**src/rtl/slcr_pkg.sv**
```systemverilog
// Constants and types shared by the synthesizer configuration bank
package slcr_pkg;
    localparam int WORD_W       = 24;
    localparam int CTRL_W       = 3;
    localparam int SYNC_STAGES  = 3;
    localparam int BIT_CNT_W    = 5;
    localparam int STATUS_SRC_N = 8;

    typedef logic [WORD_W-1:0] slcr_word_t;
    typedef logic [CTRL_W-1:0] slcr_ctrl_t;

    // Register select codes in the low bits of each word
    localparam slcr_ctrl_t ADDR_DITHER = 3'h3;
    localparam slcr_ctrl_t ADDR_CPREF  = 3'h4;
    localparam slcr_ctrl_t ADDR_LOPATH = 3'h5;
    localparam slcr_ctrl_t ADDR_VCO    = 3'h6;
    localparam slcr_ctrl_t ADDR_EXTVCO = 3'h7;

    localparam slcr_word_t RST_DITHER = 24'h10000b;
    localparam slcr_word_t RST_CPREF  = 24'h0aa7e4;
    localparam slcr_word_t RST_LOPATH = 24'h0000d5;
    localparam slcr_word_t RST_VCO    = 24'h1e2106;
    localparam slcr_word_t RST_EXTVCO = 24'h000007;

    // Idle pin levels {latch, data, clock}, so reset makes no false edge
    localparam logic [2:0] SERIAL_PIN_IDLE = 3'h4;

    localparam logic [BIT_CNT_W-1:0] FULL_WORD_BITS = 5'h18;
    localparam logic [BIT_CNT_W-1:0] BIT_CNT_MAX    = 5'h1f;

    // Dither control fields
    localparam int DITH_RESTART_LSB = 3;
    localparam int DITH_RESTART_W   = 17;
    localparam int DITH_EN_BIT      = 20;
    localparam int DITH_MAG_LSB     = 21;
    localparam int DITH_MAG_W       = 3;

    // Charge pump and reference fields
    localparam int CP_CUR_LSB     = 10;
    localparam int CP_CUR_W       = 2;
    localparam int PHASE_LSB      = 12;
    localparam int PHASE_W        = 5;
    localparam int PHASE_SIGN_BIT = 17;
    localparam int CP_SRC_BIT     = 18;
    localparam int REF_SCALE_LSB  = 19;
    localparam int REF_SCALE_W    = 2;
    localparam int MUX_LSB        = 21;
    localparam int MUX_W          = 3;

    // LO path and modulator fields
    localparam int LO_DRV_BIT   = 3;
    localparam int LO_EXT_BIT   = 4;
    localparam int LO_DIV_BIT   = 5;
    localparam int MOD_BIAS_BIT = 6;
    localparam int MOD_OUT_BIT  = 7;

    // VCO control fields
    localparam int BAND_LSB     = 3;
    localparam int BAND_W       = 6;
    localparam int BAND_SRC_BIT = 9;
    localparam int AMP_LSB      = 10;
    localparam int AMP_W        = 6;
    localparam int CP_DIS_BIT   = 16;
    localparam int PLL_EN_LSB   = 17;
    localparam int PLL_EN_W     = 4;

    // External VCO field
    localparam int EXT_VCO_BIT = 22;
endpackage

```
**src/rtl/slcr_word_if.sv**
```systemverilog
// Carrier of latched configuration words between receiver and bank
`timescale 1ns/1ps
`default_nettype none
interface slcr_word_if;
    import slcr_pkg::*;
    slcr_word_t word;
    logic       wordValid;
    modport src (output word, output wordValid);
    modport snk (input word, input wordValid);
endinterface
`default_nettype wire

```
**src/rtl/slcr_config_top.sv**
```systemverilog
// Configuration register bank for the synthesizer and modulator
//
// Summary of operation
// - Low three bits route word to register
// - Registers reset to their default words
// - Dither restart value spans seventeen bits
// - Internal source: two-bit charge pump current
// - Source bit set: external resistor scaling
// - Phase offset multiplier field bits 16..12
// - Sign bit sets phase offset polarity
// - Reference scaled by two, one, half, quarter
// - Status pin muxed, lock detect default
// - Separate modulator output and bias enables
// - Select low, external on, driver off: input
// - Otherwise output, driven by pin or driver bit if external off
// - Band from calibration or manual field
// - VCO amplitude zero to sixty-three
// - Charge pump disable bit, enabled at reset
// - All four enables zero powers PLL down
// - External VCO bit, zero amplitude: bypass
`timescale 1ns/1ps
`default_nettype none
module slcr_config_top (
    input  wire logic                                 ref_clk,
    input  wire logic                                 resetn,
    input  wire logic                                 serialClockPin,
    input  wire logic                                 serialDataPin,
    input  wire logic                                 latchEnablePin,
    input  wire logic                                 portDirectionSelectPin,
    input  wire logic [slcr_pkg::STATUS_SRC_N-1:0]    statusSources,
    input  wire logic [slcr_pkg::BAND_W-1:0]          calibratedBand,
    output logic                                      ditherEnable,
    output logic [slcr_pkg::DITH_MAG_W-1:0]           ditherMagnitude,
    output logic [slcr_pkg::DITH_RESTART_W-1:0]       ditherRestart,
    output logic [slcr_pkg::CP_CUR_W-1:0]             chargePumpCurrentSel,
    output logic                                      currentScalingResistor,
    output logic [slcr_pkg::PHASE_W-1:0]              phaseOffsetMult,
    output logic                                      phaseOffsetNegative,
    output logic [slcr_pkg::REF_SCALE_W-1:0]          refScaleSel,
    output logic                                      statusSelectOutput,
    output logic                                      modulatorOutputEnable,
    output logic                                      modulatorBiasEnable,
    output logic                                      portAsInput,
    output logic                                      portDriveEnable,
    output logic                                      outputDivideSelect,
    output logic [slcr_pkg::BAND_W-1:0]               vcoBand,
    output logic [slcr_pkg::AMP_W-1:0]                vcoAmplitude,
    output logic                                      chargePumpEnable,
    output logic                                      pllPowerDown,
    output logic [slcr_pkg::PLL_EN_W-1:0]             pllBlockEnables,
    output logic                                      internalVcoEnable,
    output logic                                      feedbackFromPort
);
    import slcr_pkg::*;

    slcr_word_if wordBus ();

    slcr_word_t ditherReg;
    slcr_word_t cpRefReg;
    slcr_word_t loPathReg;
    slcr_word_t vcoReg;
    slcr_word_t extVcoReg;
    slcr_ctrl_t wordCtrl;
    logic       selStage1Reg;
    logic       selStage2Reg;
    logic       selStage3Reg;
    logic       selFiltReg;
    logic       extInSel;
    logic       driverSel;
    logic       bypassVco;

    slcr_serial_rx u_rx (
        .ref_clk        (ref_clk),
        .resetn         (resetn),
        .serialClockPin (serialClockPin),
        .serialDataPin  (serialDataPin),
        .latchEnablePin (latchEnablePin),
        .wordOut        (wordBus.src)
    );

    assign wordCtrl = wordBus.word[CTRL_W-1:0];

    always_ff @(posedge ref_clk or negedge resetn) begin
        if (!resetn) begin
            ditherReg <= RST_DITHER;
            cpRefReg  <= RST_CPREF;
            loPathReg <= RST_LOPATH;
            vcoReg    <= RST_VCO;
            extVcoReg <= RST_EXTVCO;
        end else if (wordBus.wordValid) begin
            // Codes zero to two belong to the divider bank, not here
            case (wordCtrl)
                ADDR_DITHER: ditherReg <= wordBus.word;
                ADDR_CPREF:  cpRefReg  <= wordBus.word;
                ADDR_LOPATH: loPathReg <= wordBus.word;
                ADDR_VCO:    vcoReg    <= wordBus.word;
                ADDR_EXTVCO: extVcoReg <= wordBus.word;
                default: begin
                end
            endcase
        end
    end

    // Port select pin is asynchronous; filtered like the serial pins
    always_ff @(posedge ref_clk or negedge resetn) begin
        if (!resetn) begin
            selStage1Reg <= 1'b0;
            selStage2Reg <= 1'b0;
            selStage3Reg <= 1'b0;
            selFiltReg   <= 1'b0;
        end else begin
            selStage1Reg <= portDirectionSelectPin;
            selStage2Reg <= selStage1Reg;
            selStage3Reg <= selStage2Reg;
            if (selStage2Reg == selStage3Reg) begin
                selFiltReg <= selStage3Reg;
            end
        end
    end

    // host tunes dither; fields passed through unchanged
    always_ff @(posedge ref_clk or negedge resetn) begin
        if (!resetn) begin
            ditherEnable    <= RST_DITHER[DITH_EN_BIT];
            ditherMagnitude <= RST_DITHER[DITH_MAG_LSB +: DITH_MAG_W];
            ditherRestart   <= RST_DITHER[DITH_RESTART_LSB +: DITH_RESTART_W];
        end else begin
            ditherEnable    <= ditherReg[DITH_EN_BIT];
            ditherMagnitude <= ditherReg[DITH_MAG_LSB +: DITH_MAG_W];
            ditherRestart   <= ditherReg[DITH_RESTART_LSB +: DITH_RESTART_W];
        end
    end

    always_ff @(posedge ref_clk or negedge resetn) begin
        if (!resetn) begin
            chargePumpCurrentSel   <= RST_CPREF[CP_CUR_LSB +: CP_CUR_W];
            currentScalingResistor <= RST_CPREF[CP_SRC_BIT];
            phaseOffsetMult        <= RST_CPREF[PHASE_LSB +: PHASE_W];
            phaseOffsetNegative    <= RST_CPREF[PHASE_SIGN_BIT];
            refScaleSel            <= RST_CPREF[REF_SCALE_LSB +: REF_SCALE_W];
        end else begin
            chargePumpCurrentSel   <= cpRefReg[CP_CUR_LSB +: CP_CUR_W];
            currentScalingResistor <= cpRefReg[CP_SRC_BIT];
            phaseOffsetMult        <= cpRefReg[PHASE_LSB +: PHASE_W];
            phaseOffsetNegative    <= cpRefReg[PHASE_SIGN_BIT];
            refScaleSel            <= cpRefReg[REF_SCALE_LSB +: REF_SCALE_W];
        end
    end

    always_ff @(posedge ref_clk or negedge resetn) begin
        if (!resetn) begin
            statusSelectOutput <= 1'b0;
        end else begin
            statusSelectOutput <= statusSources[cpRefReg[MUX_LSB +: MUX_W]];
        end
    end

    always_ff @(posedge ref_clk or negedge resetn) begin
        if (!resetn) begin
            modulatorOutputEnable <= RST_LOPATH[MOD_OUT_BIT];
            modulatorBiasEnable   <= RST_LOPATH[MOD_BIAS_BIT];
        end else begin
            modulatorOutputEnable <= loPathReg[MOD_OUT_BIT];
            modulatorBiasEnable   <= loPathReg[MOD_BIAS_BIT];
        end
    end

    assign extInSel  = loPathReg[LO_EXT_BIT];
    assign driverSel = loPathReg[LO_DRV_BIT];

    // Pin high with external input set is not a listed mode; the
    // port is then neither input nor driven, since the external bit holds the driver off
    always_ff @(posedge ref_clk or negedge resetn) begin
        if (!resetn) begin
            portAsInput        <= 1'b0;
            portDriveEnable    <= 1'b0;
            outputDivideSelect <= RST_LOPATH[LO_DIV_BIT];
        end else begin
            portAsInput        <= !selFiltReg && extInSel && !driverSel;
            // drive when pin or driver bit, external bit clear
            portDriveEnable    <= !extInSel && (selFiltReg || driverSel);
            outputDivideSelect <= loPathReg[LO_DIV_BIT];
        end
    end

    assign bypassVco = extVcoReg[EXT_VCO_BIT] &&
                       (vcoReg[AMP_LSB +: AMP_W] == '0);

    always_ff @(posedge ref_clk or negedge resetn) begin
        if (!resetn) begin
            vcoBand           <= RST_VCO[BAND_LSB +: BAND_W];
            vcoAmplitude      <= RST_VCO[AMP_LSB +: AMP_W];
            chargePumpEnable  <= 1'b1;
            pllPowerDown      <= 1'b0;
            pllBlockEnables   <= RST_VCO[PLL_EN_LSB +: PLL_EN_W];
            internalVcoEnable <= 1'b1;
            feedbackFromPort  <= 1'b0;
        end else begin
            vcoBand <= vcoReg[BAND_SRC_BIT] ? vcoReg[BAND_LSB +: BAND_W]
                                            : calibratedBand;
            vcoAmplitude      <= vcoReg[AMP_LSB +: AMP_W];
            chargePumpEnable  <= !vcoReg[CP_DIS_BIT];
            pllPowerDown      <= (vcoReg[PLL_EN_LSB +: PLL_EN_W] == '0);
            pllBlockEnables   <= vcoReg[PLL_EN_LSB +: PLL_EN_W];
            internalVcoEnable <= !bypassVco;
            feedbackFromPort  <= bypassVco;
        end
    end
endmodule
`default_nettype wire

```
**src/rtl/slcr_serial_rx.sv**
```systemverilog
// Three-wire serial receiver that assembles latched 24-bit words
`timescale 1ns/1ps
`default_nettype none
module slcr_serial_rx (
    input  wire logic  ref_clk,
    input  wire logic  resetn,
    input  wire logic  serialClockPin,
    input  wire logic  serialDataPin,
    input  wire logic  latchEnablePin,
    slcr_word_if.src   wordOut
);
    import slcr_pkg::*;

    logic [2:0]             pinRaw;
    logic [2:0]             stage1Reg;
    logic [2:0]             stage2Reg;
    logic [2:0]             stage3Reg;
    logic [2:0]             filtReg;
    logic [2:0]             prevReg;
    slcr_word_t             shiftReg;
    logic [BIT_CNT_W-1:0]   bitCountReg;
    logic                   clkRise;
    logic                   latchRise;

    assign pinRaw = {latchEnablePin, serialDataPin, serialClockPin};

    // Glitch filter: a pin level counts once stages two and three agree
    for (genvar i = 0; i < 3; i++) begin : g_sync
        always_ff @(posedge ref_clk or negedge resetn) begin
            if (!resetn) begin
                stage1Reg[i] <= SERIAL_PIN_IDLE[i];
                stage2Reg[i] <= SERIAL_PIN_IDLE[i];
                stage3Reg[i] <= SERIAL_PIN_IDLE[i];
                filtReg[i]   <= SERIAL_PIN_IDLE[i];
                prevReg[i]   <= SERIAL_PIN_IDLE[i];
            end else begin
                stage1Reg[i] <= pinRaw[i];
                stage2Reg[i] <= stage1Reg[i];
                stage3Reg[i] <= stage2Reg[i];
                if (stage2Reg[i] == stage3Reg[i]) begin
                    filtReg[i] <= stage3Reg[i];
                end
                prevReg[i] <= filtReg[i];
            end
        end
    end

    assign clkRise   = filtReg[0] & ~prevReg[0];
    assign latchRise = filtReg[2] & ~prevReg[2];

    // Shifting happens only while the latch line is low, MSB first
    always_ff @(posedge ref_clk or negedge resetn) begin
        if (!resetn) begin
            shiftReg    <= '0;
            bitCountReg <= '0;
        end else if (latchRise) begin
            bitCountReg <= '0;
        end else if (clkRise && !filtReg[2]) begin
            shiftReg <= {shiftReg[WORD_W-2:0], filtReg[1]};
            if (bitCountReg != BIT_CNT_MAX) begin
                bitCountReg <= bitCountReg + 5'h01;
            end
        end
    end

    always_ff @(posedge ref_clk or negedge resetn) begin
        if (!resetn) begin
            wordOut.word      <= '0;
            wordOut.wordValid <= 1'b0;
        end else begin
            wordOut.wordValid <= latchRise && (bitCountReg == FULL_WORD_BITS);
            if (latchRise && (bitCountReg == FULL_WORD_BITS)) begin
                wordOut.word <= shiftReg;
            end
        end
    end
endmodule
`default_nettype wire

```
**config.mk**
```make
export PLATFORM = sky130hd
export DESIGN_NAME = slcr_config_top
export DESIGN_NICKNAME = d
export VERILOG_FILES = /design/src/rtl/slcr_pkg.sv /design/src/rtl/slcr_word_if.sv /design/src/rtl/slcr_config_top.sv /design/src/rtl/slcr_serial_rx.sv
export SDC_FILE = /design/constraint.sdc
export NUM_CORES = 1
export LEC_CHECK = 0
export BUFFER_PORTS_ARGS = -buffer_cell sky130_fd_sc_hd__buf_2
export CELL_PAD_IN_SITES_DETAIL_PLACEMENT = 1
export CELL_PAD_IN_SITES_GLOBAL_PLACEMENT = 1
export CORE_MARGIN = 3
export CORE_UTILIZATION = 50
export CTS_CLUSTER_DIAMETER = 150
export DETAILED_ROUTE_END_ITERATION = 6
export PLACE_DENSITY = 0.9
export SLEW_MARGIN = 20
export SYNTH_ARGS = -nofsm -noshare
export SYNTH_HDL_FRONTEND = slang
export SYNTH_HIERARCHICAL = 1
export SYNTH_SLANG_ARGS = --single-unit
```
**constraint.sdc**
```tcl
create_clock -name ref_clk -period 3.8 [get_ports ref_clk]
set_clock_uncertainty 0.15 [all_clocks]
set_input_delay 0.76 -clock ref_clk [delete_from_list [all_inputs] [get_ports ref_clk]]
set_output_delay 0.76 -clock ref_clk [all_outputs]
set_load 0.1 [all_outputs]
```
==> Yosys cells after proc, flatten, opt, wreduce, memory -nomap -nowiden <==
Index checks and enable logic that the tools add are counted.
W data, S select, Z words.
{ "totals": {"register_bits": 230, "latchBits": 0, "mem_bits_rw": 0, "romBits": 0, "input_bits": 20, "memories": 0} }
{ "op_classes": {"add_sub_neg": 1, "mul": 0, "n_div": 0, "n_lt_le_gt_ge": 1, "n_eq_ne": 11, "n_shift": 0, "mux": 6, "bitwise": 5, "reduce_logical": 24} }
{ "ops": {"columns": ["op", "count"], "rows": [
  ["$mux W5", 3],
  ["$reduce_and A2 Y1", 7],
  ["$eq A3 B3 Y1 const B", 4],
  ["$logic_and A1 B1 Y1", 6],
  ["$logic_not A1 Y1", 6],
  ["$logic_not A6 Y1", 1],
  ["$mux W6", 1],
  ["$add A5 B1 Y5 const B", 1],
  ["$eq A5 B5 Y1 const B", 1],
  ["$ne A5 B5 Y1 const B", 1],
  ["$eq A1 B1 Y1", 4],
  ["$logic_not A4 Y1", 1],
  ["$lt A3 B4 Y1 const B", 1],
  ["$reduce_bool A2 Y1", 2],
  ["$bmux W1 S3", 1],
  ["$eq A3 B2 Y1 const B", 1],
  ["$not A1 Y1", 3],
  ["$and A1 B1 Y1", 2],
  ["$logic_or A1 B1 Y1", 1],
  ["$mux W1", 1]
]} }

==> Longest topological paths before layout <==
Gate-level depths: netlist of run 1.
{ "logic_depth": {"depth_word": 5, "ltp_mapped": 6, "depth_no_buf": 6} }

==> Modules after synthesis <==
The synthesis of run 1 kept the hierarchy.
{ "modules_own_cells": {"columns": ["mod", "n_inst", "cells_each", "area_each_um2", "seq_area_each_um2"], "rows": [
  ["slcr_config_top", 1, 210, 4065.1, 3069.2],
  ["slcr_serial_rx", 1, 147, 2531.2, 1707.9]
]} }

==> Least setup slack after synthesis of run 1 <==
OpenSTA, ideal clock, no wires.
{ "synth_path": {"path_type": "flip-flop to flip-flop", "from": "register u_rx.bitCountReg[0]", "to": "register u_rx.bitCountReg[3]", "setup_ps": 124, "arrival_time_ps": 1626, "setup_slack_ps": 1900, "path_stages_with_launch": 7, "path_buffers": 0, "period_less_slack_ps": 1900, "path_cell_list": "dfrtp_1 > ha_1 > and3_1 > ha_1 > nor4b_4 > nand4_1 > mux2i_1"} }
{ "synth_between": {"elab_chain_cells": 4, "elab_cells_between_ends": 7, "cone_classes": "add/sub: 1; eq/ne: 1; mux: 3; reduce/logical: 2"} }
{ "synth_lines": {"columns": ["item", "line", "rtl"], "rows": [
  ["start: declaration", "slcr_serial_rx.sv:21", "logic [BIT_CNT_W-1:0] bitCountReg;"],
  ["start signal: assignment", "slcr_serial_rx.sv:61", "bitCountReg <= bitCountReg + 5'h01;"],
  ["$add A5 B1 Y5", "slcr_serial_rx.sv:61", null],
  ["$mux W5", "slcr_serial_rx.sv:60", "if (bitCountReg != BIT_CNT_MAX) begin"],
  ["$mux W5", "slcr_serial_rx.sv:58", "end else if (clkRise && !filtReg[2]) begin"],
  ["$mux W5", "slcr_serial_rx.sv:56", "end else if (latchRise) begin"]
]} }
Several ways; a longest one is shown, not always the timed one. The select of a mux whose other input is x is not followed.
A chain may end at the register's enable or synchronous reset.

==> Final worst setup path of run 1 <==
{ "layout_path": {"from": "register pllBlockEnables[2] (netlist name)", "to": "output pllBlockEnables[2] (netlist name)"} }
{ "layout_rtl": {"columns": ["item", "line", "rtl"], "rows": [
  ["start: declaration", "slcr_config_top.sv:50", "output logic [slcr_pkg::PLL_EN_W-1:0] pllBlockEnables,"],
  ["start signal: assignment", "slcr_config_top.sv:195", "pllBlockEnables <= RST_VCO[PLL_EN_LSB +: PLL_EN_W];"],
  ["start signal: assignment", "slcr_config_top.sv:204", "pllBlockEnables <= vcoReg[PLL_EN_LSB +: PLL_EN_W];"]
]} }
No word-level cell between the ends.

==> metrics.yaml, run 1 <==
status: "finished, final reports clean"
synth-compound-area-share: 0
track_usage: 0.1906
cp-start-kind: "flop"
layout_min_cycle_time_ps: 2295
cts_max_path_buffers: 2
postRouteAntennaNets: 0
rows: 41
drt_iter0_drc: 171
synth-xor-area-share: 0.001328
power.density_nw_per_um2: 544.4
layout_common_cells: "dfrtp_1, buf_2, mux2_2"
finalHoldWorstSlack_ps: 148.8
final_common_cell: "dfrtp_1"
synth.ff_latch_count: 189
critPathCapture: "pllBlockEnables[2]"
reg2reg_from: "u_rx/wordOut.word[2]"
cts_tree: "done"
synth_top_family_by_area: "multiplexers"
drive_gt1_frac: 0.5207
multiInputGateArea_sq_um: 1718
cp_num_cells: 1
viasPerCell: 5.171
cts-root-buf: "clkbuf_16"
slew_headroom: 0.3194
htree_num_levels: 4
hpwl_mm: 7.899
synth_area_sq_um: 6596
area_delta_synth_final_pct: 18.17
cpMaxStageDelayCell: "dfstp_2"
firstDrtPassIters: 4
grt_pass1_vias: 3696
rsz0062_at_grt: "no"
io_buffers: 77
crit_type: "reg -> out"
switching_share: 0.2216
switchingPower_uw: 940.2
synth_cell_type_count: 32
rr_worst_depth: 3
peakVddDrop_uv: 393.7
p_clk_frac: 0.447
cp_num_buf_inv: 1
dr_total_vias: 3263
clock.fmax_ghz: 0.4357
yosys.area_share.simple: 0.03414
cp-end-kind: "output port"
fin_nets: 469
cp_cell_sequence: "buf_2"
fp.dieH_um: 120.9
maxCapViolations: 0
synth_nets: 380
slowest_delay_ps: 530
finalCritPeriodShare: 0.6040
grt_pass1_wl_mm: 20.73
coreArea_sq_um: 12770
initial_core_util: 0.5164
cts_resized: 0
n_fill_cell: 1142
post_cts_buffers: 0
grt_max_degree: 124
drc: 0
wl_mm: 12.79
r2r_end: "ditherReg[10]"
pwr-share-comb: 0.046
worstHoldPathType: "in -> async"
wl_per_cell_um: 20.28
regArea_sq_um: 4777
fin_util: 0.6102
setup_violations: 0
crit_arrival_ps: 1390
clk_latency_ps: 430
p_int_mw: 3.303
synth_cells: 357
synth-adder-area-share: 0.01176
clk_pin_slew_ps: 70
hold_viol_final: 0
cts_buffers: 17
routabilityCongestion: 0.6995
die_w_um: 120.9
setup.worst_path.start: "pllBlockEnables[2]"
cts_hold_buffers: 0
final.setup.tns_ps: 0
p_leak_nw: 4.000
yosysSeqAreaShare: 0.7242
grt.overflow.total: 0
antenna_cells: 0
muxShareOfSynthArea: 0.2132
path_delay_family: "flip-flops"
ff2ff_setup_slack_ps: 1510
dieArea_sq_um: 14610
critPathMaxFanout: 1
tightest_slew_ps: 1021
ios: 78
placed_cells: 598
yosysWarnings: 6
p_seq_frac: 0.507
stdcell_count: 631
critical_path_required_ps: 2890
clock_sinks: 189
syn_avg_cell_area_sq_um: 18.48
grt_antenna_before_repair: 0
finalMaxSlewViolations: 0
## layer usage
| metal | global-route usage | part of all wire | vias up | wire [um] |
|---|---|---|---|---|
| met1 | 0.2261 | 0.40 | 1736 | 5120 |
| met3 | 0.04848 | 0.035 | 16 | 451 |
| met5 | 0 | 0 | - | 0 |
| met4 | 0.06586 | 0.015 | 0 | 192 |
| met2 | 0.3373 | 0.55 | 78 | 7029 |
| li1 | - | - | 1433 | - |
## how the worst min path moves through the flow
stage / from / to / slack, ps / cells after the start
finish: resetn / feedbackFromPort / 150 / 1
global route: resetn / vcoAmplitude[0] / 180 / 1
CTS: resetn / vcoAmplitude[1] / 160 / 1
detailed placement: u_rx/stage1Reg[0] / u_rx/stage2Reg[0] / 190 / 0
global placement: u_rx/stage1Reg[0] / u_rx/stage2Reg[0] / 180 / 0
floorplan: selStage1Reg / selStage2Reg / 180 / 0
## logic make-up (layout without fill, tap and decap cells)
group,Yosys count,after routing
fa+ha+maj,7,7
flops,189,189
buf+inv,13,115
simple gates,27,27
xor+xnor,1,1
mux,120,120
## power groups by stage
stage          Clock, mW  Sequential, mW  Combinational, mW
2_1_floorplan          0            2.19             0.0841
3_3_place_gp           0            2.17              0.179
3_5_place_dp           0            2.18              0.195
4_1_cts             1.94            2.15              0.200
5_1_grt             2.03            2.16              0.216
6_report            1.90            2.15              0.195
## sequential cells by signal (all words and copies together) (netlist names), 3 cells and up
name,cells
vcoReg,18
phaseOffsetMult,5
vcoAmplitude,6
ditherRestart,17
cpRefReg,14
loPathReg,5
pllBlockEnables,4
ditherMagnitude,3
vcoBand,6
u_rx/shiftReg,24
ditherReg,21
u_rx/stage3Reg,3
u_rx/stage2Reg,3
u_rx/filtReg,3
u_rx/wordOut.word,24
u_rx/stage1Reg,3
u_rx/bitCountReg,5
## synth_stat cells
library cell	instances	area, sq um
and2_1	2	12.51
and3_1	1	6.260
and4bb_1	1	12.51
buf_12	1	20.02
buf_2	2	10.01
buf_4	3	22.52
buf_6	3	33.78
clkbuf_1	1	3.750
dfrtp_1	151	3779
dfstp_2	38	998.5
ha_1	3	37.54
inv_1	3	11.26
maj3_1	4	40.04
mux2_1	31	349.1
mux2_2	73	822.0
mux2_4	10	150.1
mux2i_1	4	40.04
mux4_2	2	45.04
nand2_1	4	15.01
nand2b_2	1	8.760
nand4_1	2	12.51
nand4b_1	3	26.28
nand4b_4	1	23.77
nor2_1	5	18.77
nor2_8	1	20.02
nor2b_1	1	6.260
nor3_1	1	5.000
nor3b_4	1	18.77
nor4_1	1	6.260
nor4b_1	1	8.760
nor4b_4	1	23.77
xnor2_1	1	8.760
## metrics by stage
step	power, mW	instance area, sq um	setup slack (ps)
final	4.243	7795	1505
after global routing	4.409	7795	1439
after CTS	4.287	7784	1478
after detailed placement	2.374	7143	1532
after global placement	2.350	7143	1664
after floorplan	2.279	6596	1900
## cell type report
class	count	share of cell area
sequential	189	0.6128
multi-input combinational	155	0.2204
clock buffer	20	0.05859
timing repair buffer	80	0.05554
tap	172	0.02761
clock inverter	12	0.02360
inverter	3	0.001445
(Power assumes the default switching activity.)
==> inputs of run 2 (changes only) <==
--- a/config.mk
+++ b/config.mk
@@ -9,10 +9,10 @@
 export CELL_PAD_IN_SITES_DETAIL_PLACEMENT = 1
 export CELL_PAD_IN_SITES_GLOBAL_PLACEMENT = 1
 export CORE_MARGIN = 3
-export CORE_UTILIZATION = 50
+export CORE_UTILIZATION = 49
 export CTS_CLUSTER_DIAMETER = 150
 export DETAILED_ROUTE_END_ITERATION = 6
-export PLACE_DENSITY = 0.9
+export PLACE_DENSITY = 0.88
 export SLEW_MARGIN = 20
 export SYNTH_ARGS = -nofsm -noshare
 export SYNTH_HDL_FRONTEND = slang
==> constraint.sdc (replaced) <==
create_clock -name ref_clk -period 2.15 [get_ports ref_clk]
set_clock_uncertainty 0.15 [all_clocks]
set_input_delay 0.43 -clock ref_clk [delete_from_list [all_inputs] [get_ports ref_clk]]
set_output_delay 0.43 -clock ref_clk [all_outputs]
set_load 0.1 [all_outputs]
==> run 2 against run 1 <==
Non-clock buffer count up 15. Wire length up 7.9%. Final area up 0.69%. Clock power up 50%. Largest cell class unchanged. Highest routed layer unchanged.
==> metrics.yaml, run 2 (synthesized netlist as in run 1, its figures left out) <==
status: "finished, final reports clean"
cts_buffers: 17  # unchanged
layout_min_cycle_time_ps: 2016
final.setup.worst_slack_ps: 134.4  # -1370 ps
wl_per_cell_um: 21.37  # +5.4%
peakVddDrop_uv: 582.6  # +48%
rr_worst_depth: 7  # +4
ios: 78  # unchanged
reg2reg_from: "u_rx/bitCountReg[1]"
die_w_um: 122.0  # +0.96%
critPathMaxFanout: 5  # +4
coreArea_sq_um: 12880  # +0.80%
rsz0062_at_grt: "no"
placed_cells: 606  # +1.3%
critical_path_required_ps: 2300  # -590 ps
worstHoldPathType: "in -> reg"
cp-end-kind: "flop"
finalMaxSlewViolations: 0  # unchanged
crit_arrival_ps: 2170  # +780 ps
htree_num_levels: 4  # unchanged
min_from: "calibratedBand[2]"
cp-start-kind: "flop"
postRouteAntennaNets: 0  # unchanged
whs_path_depth: 2
r2r_end: "u_rx/bitCountReg[3]"
area_delta_synth_final_pct: 18.99
p_leak_nw: 4.021  # +0.52%
cts-root-buf: "clkbuf_16"
placed_area_sq_um: 7228  # +1.2%
regArea_sq_um: 4778  # about the same
dp_slack_ps: 74.05  # -1458 ps
grt_max_degree: 58  # -53%
crit_type: "reg -> reg"
reg_top3: "u_rx/shiftReg x24, u_rx/wordOut.word x24, ditherReg x21"
antenna_cells: 0  # unchanged
cts_tree: "done"
wl_mm: 13.80  # +7.9%
hpwl_mm: 8.203  # +3.9%
track_usage: 0.2043  # +0.01375
slew_headroom: 0.6601  # +0.3407
grt_pass1_vias: 3826  # +3.5%
final.setup.tns_ps: 0  # unchanged
dieArea_sq_um: 14890  # +1.9%
layout_common_cells: "dfrtp_1, buf_2, mux2_2"
dr_total_vias: 3329  # +2.0%
stdcell_count: 646  # +2.4%
cts_max_path_buffers: 2  # unchanged
grt_pass1_wl_mm: 22.28  # +7.5%
min_to: "vcoBand[2]"
viasPerCell: 5.153  # -0.35%
clock.fmax_ghz: 0.4961
grt_antenna_before_repair: 0  # unchanged
clk_pin_slew_ps: 70  # about the same
initial_core_util: 0.5123  # -0.004115
drive_gt1_frac: 0.5253  # +0.004619
rows: 41  # unchanged
grt.overflow.total: 0  # unchanged
ff2ff_setup_slack_ps: 130  # -1380 ps
clk_latency_ps: 430  # about the same
fp.dieH_um: 122.0  # +0.96%
drt_iter0_drc: 190  # +11%
tightest_slew_ps: 513.4  # -507.5 ps
maxCapViolations: 0  # unchanged
drc: 0  # unchanged
stdcell_area_sq_um: 7849  # +0.69%
setup_violations: 0  # unchanged
n_fill_cell: 1160  # +1.6%
fin_nets: 484  # +3.2%
finalPower_mw: 7.066  # +67%
firstDrtPassIters: 4  # unchanged
power.density_nw_per_um2: 900.3  # +65%
multiInputGateArea_sq_um: 1730  # +0.73%
hold_viol_final: 0  # unchanged
final_common_cell: "dfrtp_1"
finalCritPeriodShare: 0.9375
routabilityCongestion: 0.7071  # +1.1%
clock_sinks: 189  # unchanged
io_buffers: 77  # unchanged
run 2: final cells by class:
cell class / instances / area share
clock inverters: 10 / 0.008449
flip-flops and latches: 189 / 0.6088
clock buffers: 22 / 0.05914
inverters: 3 / 0.001435
multi-input cells: 155 / 0.2205
well taps: 172 / 0.02742
repair buffers: 95 / 0.07429
run 2: worst max-delay path by stage:
stage	startpoint	end	slack (ps)	cells past startpoint
5_1_grt	u_rx/bitCountReg[1]	u_rx/wordOut.word[14]	50	5
4_1_cts	u_rx/bitCountReg[0]	u_rx/bitCountReg[1]	40	7
3_3_place_gp	u_rx/bitCountReg[0]	u_rx/bitCountReg[3]	210	6
6_report	u_rx/bitCountReg[1]	u_rx/bitCountReg[3]	130	7
2_1_floorplan	u_rx/bitCountReg[0]	u_rx/bitCountReg[3]	250	6
3_5_place_dp	u_rx/bitCountReg[0]	u_rx/bitCountReg[1]	70	6
run 2: metal layers:
metal  share of wire  vias up  GRT usage
li1                -     1456          -
met1            0.40     1787     0.2389
met2            0.55       68     0.3709
met3           0.031       18    0.05014
met4           0.017        0    0.06373
met5               0        -          0
run 2: what timing repair did:
item / 4_1_cts / 5_1_grt
hold buffers: 5 / 0
endpoints found under the setup margin: 4 / 2
buffers inserted: 1 / 2
pin swaps: 1 / 1
endpoints found under the hold margin: 47 / 0
gates resized for setup: 0 / 4
run 2: metrics by stage:
stage                     hold WS, ps  utilization
after floorplan                -15.59            -
after global placement          183.5       0.5614
after detailed placement        190.3       0.5614
after CTS                       70.24       0.6070
after global routing            72.87       0.6096
final                           83.05       0.6096
run 2: power breakdown:
group,internal [mW],switching [mW]
clock,1.53,1.32
combinational,0.171,0.245
sequential,3.69,0.107
total,5.40,1.67
run 2: worst max-delay path, stage by stage (launching register included):
cell     delay, ps
dfrtp_2        440
ha_1           220
and3_1         190
ha_1           210
nor4b_4        230
buf_6          180
nand4_1        130
mux2i_1        150
